**config.mk**
```make
export PLATFORM = sky130hd
export DESIGN_NAME = amc_power_mode_ctrl
export DESIGN_NICKNAME = d
export VERILOG_FILES = /design/src/verilog/amc_pkg.sv /design/src/verilog/amc_pass_timer.sv /design/src/verilog/amc_power_mode_ctrl.sv
export SDC_FILE = /design/constraint.sdc
export NUM_CORES = 1
export LEC_CHECK = 0
export BUFFER_PORTS_ARGS = -buffer_cell sky130_fd_sc_hd__buf_4
export CORE_ASPECT_RATIO = 1.2
export CORE_MARGIN = 2
export CORE_UTILIZATION = 45
export CTS_CLUSTER_DIAMETER = 30
export DETAILED_ROUTE_END_ITERATION = 8
export PLACE_DENSITY_LB_ADDON = 0.12
export SYNTH_ARGS = -nofsm -noshare
export SYNTH_HDL_FRONTEND = slang
export SYNTH_HIERARCHICAL = 1
export SYNTH_SLANG_ARGS = --single-unit
```
**constraint.sdc**
```tcl
create_clock -name clk -period 3.4 [get_ports clk]
set_input_delay 0.68 -clock clk [delete_from_list [all_inputs] [get_ports clk]]
set_output_delay 0.68 -clock clk [all_outputs]
set_load 0.01 [all_outputs]
```
**src/verilog/amc_pkg.sv**
```systemverilog
// constants, register map and carrier types of the monitor power/mode control
// Overview of operation
// - writing one to trigger bit 0 in a low-power state starts one pass
// - after a triggered pass the device returns to its previous low-power state
// - deep-sleep enable bit 0 acts only while the run-enable bit is zero
// - any write to the advanced config clears readings
// - advanced config bit 0 picks internal 2.56V or external reference
// - activity register at 0Ch, bit 0 reads one while converting
// - activity bit 1 reads one until power-up completes; reset value 02h
// - shutdown means run-enable at 00h is zero; host clears it first
// - mode 2 slots hold pseudo-differential pairs, first in0+ against in1-
package amc_pkg;
    localparam logic [7:0] AMC_ADDR_CONFIG = 8'h00;
    localparam logic [7:0] AMC_ADDR_ACTIVITY = 8'h0c;
    localparam logic [7:0] AMC_ADDR_DEEP_SLEEP = 8'h0a;
    localparam logic [7:0] AMC_ADDR_ADV_CONFIG = 8'h0b;
    localparam logic [7:0] AMC_ADDR_TRIGGER = 8'h09;
    localparam int AMC_RUN_BIT = 0;
    localparam int AMC_TRIGGER_BIT = 0;
    localparam int AMC_DEEP_BIT = 0;
    localparam int AMC_EXT_REF_BIT = 0;
    localparam int AMC_LAYOUT_LSB = 1;
    localparam int AMC_BUSY_BIT = 0;
    localparam int AMC_NOT_READY_BIT = 1;
    localparam logic [7:0] AMC_CONFIG_RESET = 8'h00;
    localparam logic [7:0] AMC_DEEP_RESET = 8'h00;
    localparam logic [7:0] AMC_ADV_RESET = 8'h00;
    localparam logic [7:0] AMC_ACTIVITY_RESET = 8'h02;
    localparam int AMC_POWERUP_CYCLES = 64;
    localparam int AMC_PASS_CYCLES = 32;

    typedef enum logic [1:0] {
        AMC_MODE_SINGLE,
        AMC_MODE_ALL_SINGLE,
        AMC_MODE_PSEUDO_DIFF,
        AMC_MODE_MIXED
    } amc_layout_type;

    typedef struct packed {
        logic wr;
        logic rd;
        logic [7:0] addr;
        logic [7:0] wdata;
    } amc_req_type;

    typedef struct packed {
        logic ext_ref;
        amc_layout_type layout;
        logic clear_results;
        logic deep_sleep;
        logic shutdown;
    } amc_ctrl_type;
endpackage : amc_pkg

```
**src/verilog/amc_pass_timer.sv**
```systemverilog
// conversion pass sequencer: counts one pass length after a start
`timescale 1ns/100ps
module amc_pass_timer
    import amc_pkg::*;
#(
    parameter int PASS_CYCLES = AMC_PASS_CYCLES
) (
    input wire logic clk,
    input wire logic rst_n,
    input wire logic start,
    output logic busy,
    output logic done
);
    localparam int CW = $clog2(PASS_CYCLES + 1);
    logic [CW-1:0] count_q;
    logic [CW-1:0] count_d;
    logic busy_q;
    logic done_q;
    wire last_w = busy_q && (count_q == CW'(PASS_CYCLES - 1));

    assign count_d = start ? '0 : (busy_q ? count_q + CW'(1) : count_q);

    always_ff @(posedge clk or negedge rst_n) begin
        if (!rst_n) begin
            count_q <= '0;
            busy_q <= 1'b0;
            done_q <= 1'b0;
        end else begin
            count_q <= count_d;
            busy_q <= start | (busy_q & ~last_w);
            done_q <= last_w & ~start;
        end
    end

    assign busy = busy_q;
    assign done = done_q;
endmodule : amc_pass_timer

```
**src/verilog/amc_power_mode_ctrl.sv**
```systemverilog
// register front end and power-state control of the monitoring converter
`timescale 1ns/100ps
module amc_power_mode_ctrl
    import amc_pkg::*;
#(
    parameter int POWERUP_CYCLES = AMC_POWERUP_CYCLES,
    parameter int PASS_CYCLES = AMC_PASS_CYCLES
) (
    input wire logic clk,
    input wire logic rst_n,
    input wire amc_req_type req,
    output logic [7:0] rdata,
    output logic rvalid,
    output amc_ctrl_type ctrl,
    output logic pass_active,
    output logic pass_done,
    output logic [2:0] slot0_pos_input,
    output logic [2:0] slot0_neg_input,
    output logic slot0_is_pair
);
    typedef enum logic [2:0] {
        AMC_ST_POWERUP,
        AMC_ST_SHUTDOWN,
        AMC_ST_DEEP,
        AMC_ST_RUN,
        AMC_ST_ONESHOT
    } amc_state_type;

    // counter wide enough to reach the power-up count itself
    localparam int PW = $clog2(POWERUP_CYCLES + 1);

    ////////////////////////////////////////////////////////////////////////
    // registers
    amc_state_type state_q, state_d;
    amc_state_type return_q, return_d;
    logic [7:0] config_q;
    logic [7:0] deep_q;
    logic [7:0] adv_q;
    logic [PW-1:0] pwr_cnt_q;
    logic ready_q;
    logic [7:0] rdata_q;
    logic rvalid_q;
    amc_ctrl_type ctrl_q;
    logic clear_q;
    logic pstart_q;
    logic pdone_q;
    logic [2:0] pos_q, neg_q;
    logic pair_q;

    ////////////////////////////////////////////////////////////////////////
    // decode
    // a write strobe aimed at one register offset
    function automatic logic wr_hit(input amc_req_type r,
                                    input logic [7:0] a);
        return r.wr && r.addr == a;
    endfunction : wr_hit

    // one access a cycle, so at most one of these strobes is high
    wire wr_cfg = wr_hit(req, AMC_ADDR_CONFIG);
    wire wr_deep = wr_hit(req, AMC_ADDR_DEEP_SLEEP);
    wire wr_adv = wr_hit(req, AMC_ADDR_ADV_CONFIG);
    wire wr_trig = wr_hit(req, AMC_ADDR_TRIGGER);
    wire run_w = config_q[AMC_RUN_BIT];
    wire deep_en_w = deep_q[AMC_DEEP_BIT];
    wire low_power_w = state_q == AMC_ST_SHUTDOWN || state_q == AMC_ST_DEEP;
    wire trig_w = wr_trig && req.wdata[AMC_TRIGGER_BIT] && low_power_w;
    // pass timer outputs, both straight from flops inside the timer
    wire busy_w;
    wire done_w;
    amc_layout_type layout_w;
    assign layout_w = amc_layout_type'(adv_q[AMC_LAYOUT_LSB +: 2]);
    wire pdiff_w = layout_w == AMC_MODE_PSEUDO_DIFF;

    // reserved activity bits are tied low
    wire [7:0] activity_w = {6'h00, ~ready_q, busy_w};
    wire [7:0] rd_mux_w =
        req.addr == AMC_ADDR_CONFIG ? config_q :
        req.addr == AMC_ADDR_DEEP_SLEEP ? {7'h00, deep_en_w} :
        req.addr == AMC_ADDR_ADV_CONFIG ? {5'h00, adv_q[2:0]} :
        req.addr == AMC_ADDR_ACTIVITY ? activity_w : 8'h00;

    ////////////////////////////////////////////////////////////////////////
    // state machine
    // powerup holds until the not-ready flag clears; run wins over deep
    // sleep; a trigger from either low-power state runs one pass and then
    // returns to the state it left, whatever the run bit did meanwhile
    always_comb begin
        state_d = state_q;
        return_d = return_q;
        unique case (state_q)
            AMC_ST_POWERUP: begin
                if (ready_q) begin
                    state_d = AMC_ST_SHUTDOWN;
                end
            end
            AMC_ST_SHUTDOWN, AMC_ST_DEEP: begin
                if (trig_w) begin
                    return_d = state_q;
                    state_d = AMC_ST_ONESHOT;
                end else if (run_w) begin
                    state_d = AMC_ST_RUN;
                end else if (deep_en_w) begin
                    state_d = AMC_ST_DEEP;
                end else begin
                    state_d = AMC_ST_SHUTDOWN;
                end
            end
            AMC_ST_RUN: begin
                if (!run_w && !busy_w) begin
                    state_d = deep_en_w ? AMC_ST_DEEP : AMC_ST_SHUTDOWN;
                end
            end
            AMC_ST_ONESHOT: begin
                if (done_w) begin
                    state_d = return_q;
                end
            end
            default: state_d = AMC_ST_SHUTDOWN;
        endcase
    end

    // continuous passes restart while running; one-shot starts once
    wire pstart_w = trig_w || (state_q == AMC_ST_RUN && run_w && !busy_w
                    && !pstart_q);

    always_ff @(posedge clk or negedge rst_n) begin
        if (!rst_n) begin
            state_q <= AMC_ST_POWERUP;
            return_q <= AMC_ST_SHUTDOWN;
            pwr_cnt_q <= '0;
            ready_q <= 1'b0;
        end else begin
            state_q <= state_d;
            // return state only changes when a trigger is taken
            return_q <= return_d;
            // count freezes at ready, so not-ready cannot come back
            if (!ready_q) begin
                pwr_cnt_q <= pwr_cnt_q + PW'(1);
            end
            if (pwr_cnt_q == PW'(POWERUP_CYCLES - 1)) begin
                ready_q <= 1'b1;
            end
        end
    end

    ////////////////////////////////////////////////////////////////////////
    // register file
    always_ff @(posedge clk or negedge rst_n) begin
        if (!rst_n) begin
            config_q <= AMC_CONFIG_RESET;
            deep_q <= AMC_DEEP_RESET;
            adv_q <= AMC_ADV_RESET;
            clear_q <= 1'b0;
        end else begin
            if (wr_cfg) begin
                config_q <= req.wdata;
            end
            // reserved bits are stored as zero, so readback never shows them
            if (wr_deep) begin
                deep_q <= {7'h00, req.wdata[AMC_DEEP_BIT]};
            end
            if (wr_adv) begin
                adv_q <= {5'h00, req.wdata[2:0]};
            end
            // one stage of delay so the clear leaves with the new mode
            clear_q <= wr_adv;
        end
    end

    // one timer serves both the free-running and the single-pass starts
    amc_pass_timer #(
        .PASS_CYCLES(PASS_CYCLES)
    ) u_pass (
        .clk(clk),
        .rst_n(rst_n),
        .start(pstart_w),
        .busy(busy_w),
        .done(done_w)
    );

    ////////////////////////////////////////////////////////////////////////
    // output flops
    always_ff @(posedge clk or negedge rst_n) begin
        if (!rst_n) begin
            rdata_q <= 8'h00;
            rvalid_q <= 1'b0;
            ctrl_q <= '0;
            pstart_q <= 1'b0;
            pdone_q <= 1'b0;
            pos_q <= 3'h0;
            neg_q <= 3'h0;
            pair_q <= 1'b0;
        end else begin
            // read data holds between reads so a slow host may sample late
            rdata_q <= req.rd ? rd_mux_w : rdata_q;
            rvalid_q <= req.rd;
            ctrl_q.ext_ref <= adv_q[AMC_EXT_REF_BIT];
            ctrl_q.layout <= layout_w;
            ctrl_q.clear_results <= clear_q;
            // state flags lag the state by one cycle, like every output except pass_active
            ctrl_q.deep_sleep <= state_q == AMC_ST_DEEP;
            ctrl_q.shutdown <= state_q == AMC_ST_SHUTDOWN;
            pstart_q <= pstart_w;
            pdone_q <= done_w;
            // first slot in pseudo-differential mode pairs in0+ with in1-
            pair_q <= pdiff_w;
            pos_q <= 3'h0;
            neg_q <= pdiff_w ? 3'h1 : 3'h0;
        end
    end

    assign rdata = rdata_q;
    assign rvalid = rvalid_q;
    assign ctrl = ctrl_q;
    // a start raises busy at the same edge, so busy alone marks the pass
    assign pass_active = busy_w;
    assign pass_done = pdone_q;
    assign slot0_pos_input = pos_q;
    assign slot0_neg_input = neg_q;
    assign slot0_is_pair = pair_q;
endmodule : amc_power_mode_ctrl

```
==> impl_metrics.tcl <==
set metrics [dict create \
    hold_path.class "flop to flop" \
    synth_mux_area_frac 0.0766 \
    vias 1531 \
    cp_slowest_stage_delay_ns 0.50 \
    cp_top_family "simple AND/OR/NAND/NOR gates" \
    maxCapViolCount 0 \
    required_ns 3.59 \
    setup_viol 0 \
    clockRootBuffer "clkbuf_8" \
    die_x_microns 69.8 \
    combPwrFrac 0.119 \
    insertion_delay_ns 0.30 \
    clkPwrFrac 0.330 \
    ir_drop_mv 0.284 \
    cts_inserted_buffers 5 \
    fmax_mhz 498 \
    rsz0062_at_grt "no" \
    critPathLaunchType "input port" \
    drive_gt1_frac 0.305 \
    tightest_slew_ns 0.639 \
    slew_headroom 0.574 \
    diodes 0 \
    cts_buffer_depth 2 \
    hpwl_mm 2.91 \
    dieHeight_microns 82.9 \
    period_needed_ns 2.01 \
    layout_commonest_cell "dfrtp_1" \
    synth_area_leaders "dfrtp_1 56%, mux2_2 7.2%, xnor2_1 2.6%" \
    grt_pass1_vias 1542 \
    path_max_fanout 9 \
    grt_pass1_wl_mm 7.02 \
    path_class "input port to flop" \
    cts_resized 0 \
    fin_skew_ns 0.00670 \
    p_leak_nw 1.27 \
    yosys.area_share.simple 0.172 \
    synth_top_family_by_area "simple AND/OR/NAND/NOR gates" \
    grt_max_degree 54 \
    wirelength_mm 4.02 \
    rows 28 \
    power.density_nw_per_um2 473 \
    cts_tree "yes" \
    port_buffers 38 \
    synth-seq-cells 53 \
    htreeDepth 2 \
    synth_area_per_cell_sq_um 11.8 \
    crit_arrival_ns 2.20 \
    outcome "finished clean" \
    synth_cell_type_count 44 \
    cp-end-kind "flop" \
    slew_violations 0 \
    synth_compound_area_frac 0.0798 \
    antenna_found_initial 0 \
    crit_buf_inv 1 \
    ys_seq_area_frac 0.569 \
    synth_warnings 6 \
    postCtsSetupRepairBufs 0 \
    wire_per_inst_microns 13.6 \
    synth_edf_count 0 \
    internal-power_w 0.000984 \
    dieArea_sq_um 5780 \
    synth_xor_xnor_area_share 0.0413 \
    nNetsFinal 257 \
    grt_usage 0.151 \
    finalHoldViolations 0 \
    overflow 0 \
    power_w 0.00130 \
    synthCells 198 \
    swShare 0.245 \
    cts_sinks 53 \
    drtAntennaViolNets 0 \
    clk_pin_slew_ns 0.08 \
    final_cell_mix "52 x dfrtp_1, 38 x buf_4, 16 x nor2_1" \
    holdBufCountCts 0 \
    drt_iter0_markers 30 \
    synth_top_area_frac 0.557 \
    fin_tns_setup_ns 0 \
    final_util 0.553 \
    min_period_over_period 0.591 \
    synth_area_leader_cell "dfrtp_1" \
    ys.flop_type "dfrtp_1" \
    crit_slowest_cell "nor4_4" \
    syn_area_sq_um 2330 \
    crit_chain "buf_4 > nor4_4 > nand4_4 > nor3_4 > a31o_2 > nor4_1 > and2_1" \
    area_growth_pct 17.9 \
    fp.coreArea_sq_um 4970 \
    place.gp.congestion 0.720 \
    synthArstFlopShare 1.00 \
    synthAdderAreaFrac 0.0107 \
    drcViolationCount 0 \
    p_switching_w 0.000319 \
    initial_core_util 0.469 \
    io_pins 44 \
    routed_via_density 5.17 \
    power_frac_seq 0.551 \
    first_pass_iters 4 \
]
[synthesized netlist by cell type, types with 4 or more instances]
master and count:
a21oi_1 4, buf_4 7, dfrtp_1 52, inv_1 11, mux2_2 15, nand2_1 14, nand2b_1 5, nand3_1 6
nor2_1 16, nor2b_1 4, o21ai_0 4, o22ai_1 6, xnor2_1 7, xor2_1 4
[logic make-up after synthesis]
family | count (synthesis)
simple gates | 65
compound gates | 27
xor+xnor | 11
buf+inv | 23
other cells | 1
fa+ha+maj | 2
flops | 53
mux | 16
[power by group through the flow]
stage	clock (W)	combinational, W	sequential, W
floorplan	0	0.000104	0.000719
global placement	0	0.000156	0.000728
detailed placement	0	0.000158	0.000730
CTS	0.000444	0.000159	0.000718
global route	0.000470	0.000177	0.000724
finish	0.000430	0.000156	0.000717
[metrics by stage]
stage / cell area, sq um / worst slack, ns / hold WS, ns / cells
2_1_floorplan: 2350 / 1.19 / 0.331 / 202
5_1_grt: 2750 / 1.23 / 0.387 / 296
3_3_place_gp: 2640 / 1.05 / 0.339 / 288
4_1_cts: 2750 / 1.37 / 0.361 / 296
3_5_place_dp: 2640 / 1.06 / 0.341 / 288
6_report: 2750 / 1.39 / 0.357 / 296
[final timing paths]
kind | from | endpoint | slack, ns | depth (start not counted)
max | req[13] | u_pass/done | 1.39 | 7
min | clear_q | ctrl[2] | 0.36 | 0
max reg2reg | state_q[0] | u_pass/done | 1.62 | 5
min reg2reg | clear_q | ctrl[2] | 0.36 | 0
max in group asynchronous | rst_n | u_pass/count_q[4] | 2.57 | 1
min in group asynchronous | rst_n | ctrl[2] | 0.40 | 1
[cell type report]
class	instances	area, sq um
tap	60	75.1
clock buffer	7	86.3
sequential	53	1330
multi-input combinational	126	907
clock inverter	1	30.0
fill	454	2220
inverter	11	41.3
timing repair buffer	38	285
[state kept, by name, summed over array words and instances, names as in the netlist]
| signal | flops |
|---|---|
| ready_q | 1 |
| pass_done | 1 |
| rvalid | 1 |
| return_q | 3 |
| adv_q | 3 |
| deep_q | 1 |
| clear_q | 1 |
| rdata | 8 |
| state_q | 3 |
| pstart_q | 1 |
| u_pass/done | 1 |
| pwr_cnt_q | 7 |
| slot0_neg_input | 1 |
| u_pass/busy | 1 |
| ctrl | 6 |
| u_pass/count_q | 6 |
| config_q | 8 |
[metal layers]
layer | share of wire | track usage | routed length, microns | up-vias
li1 | - | - | - | 745
met1 | 0.44 | 0.190 | 1760 | 752
met2 | 0.51 | 0.256 | 2040 | 28
met3 | 0.040 | 0.0376 | 162 | 6
met4 | 0.014 | 0.0472 | 57 | 0
met5 | 0 | 0 | 0 | -
(Power assumes the default switching activity.)
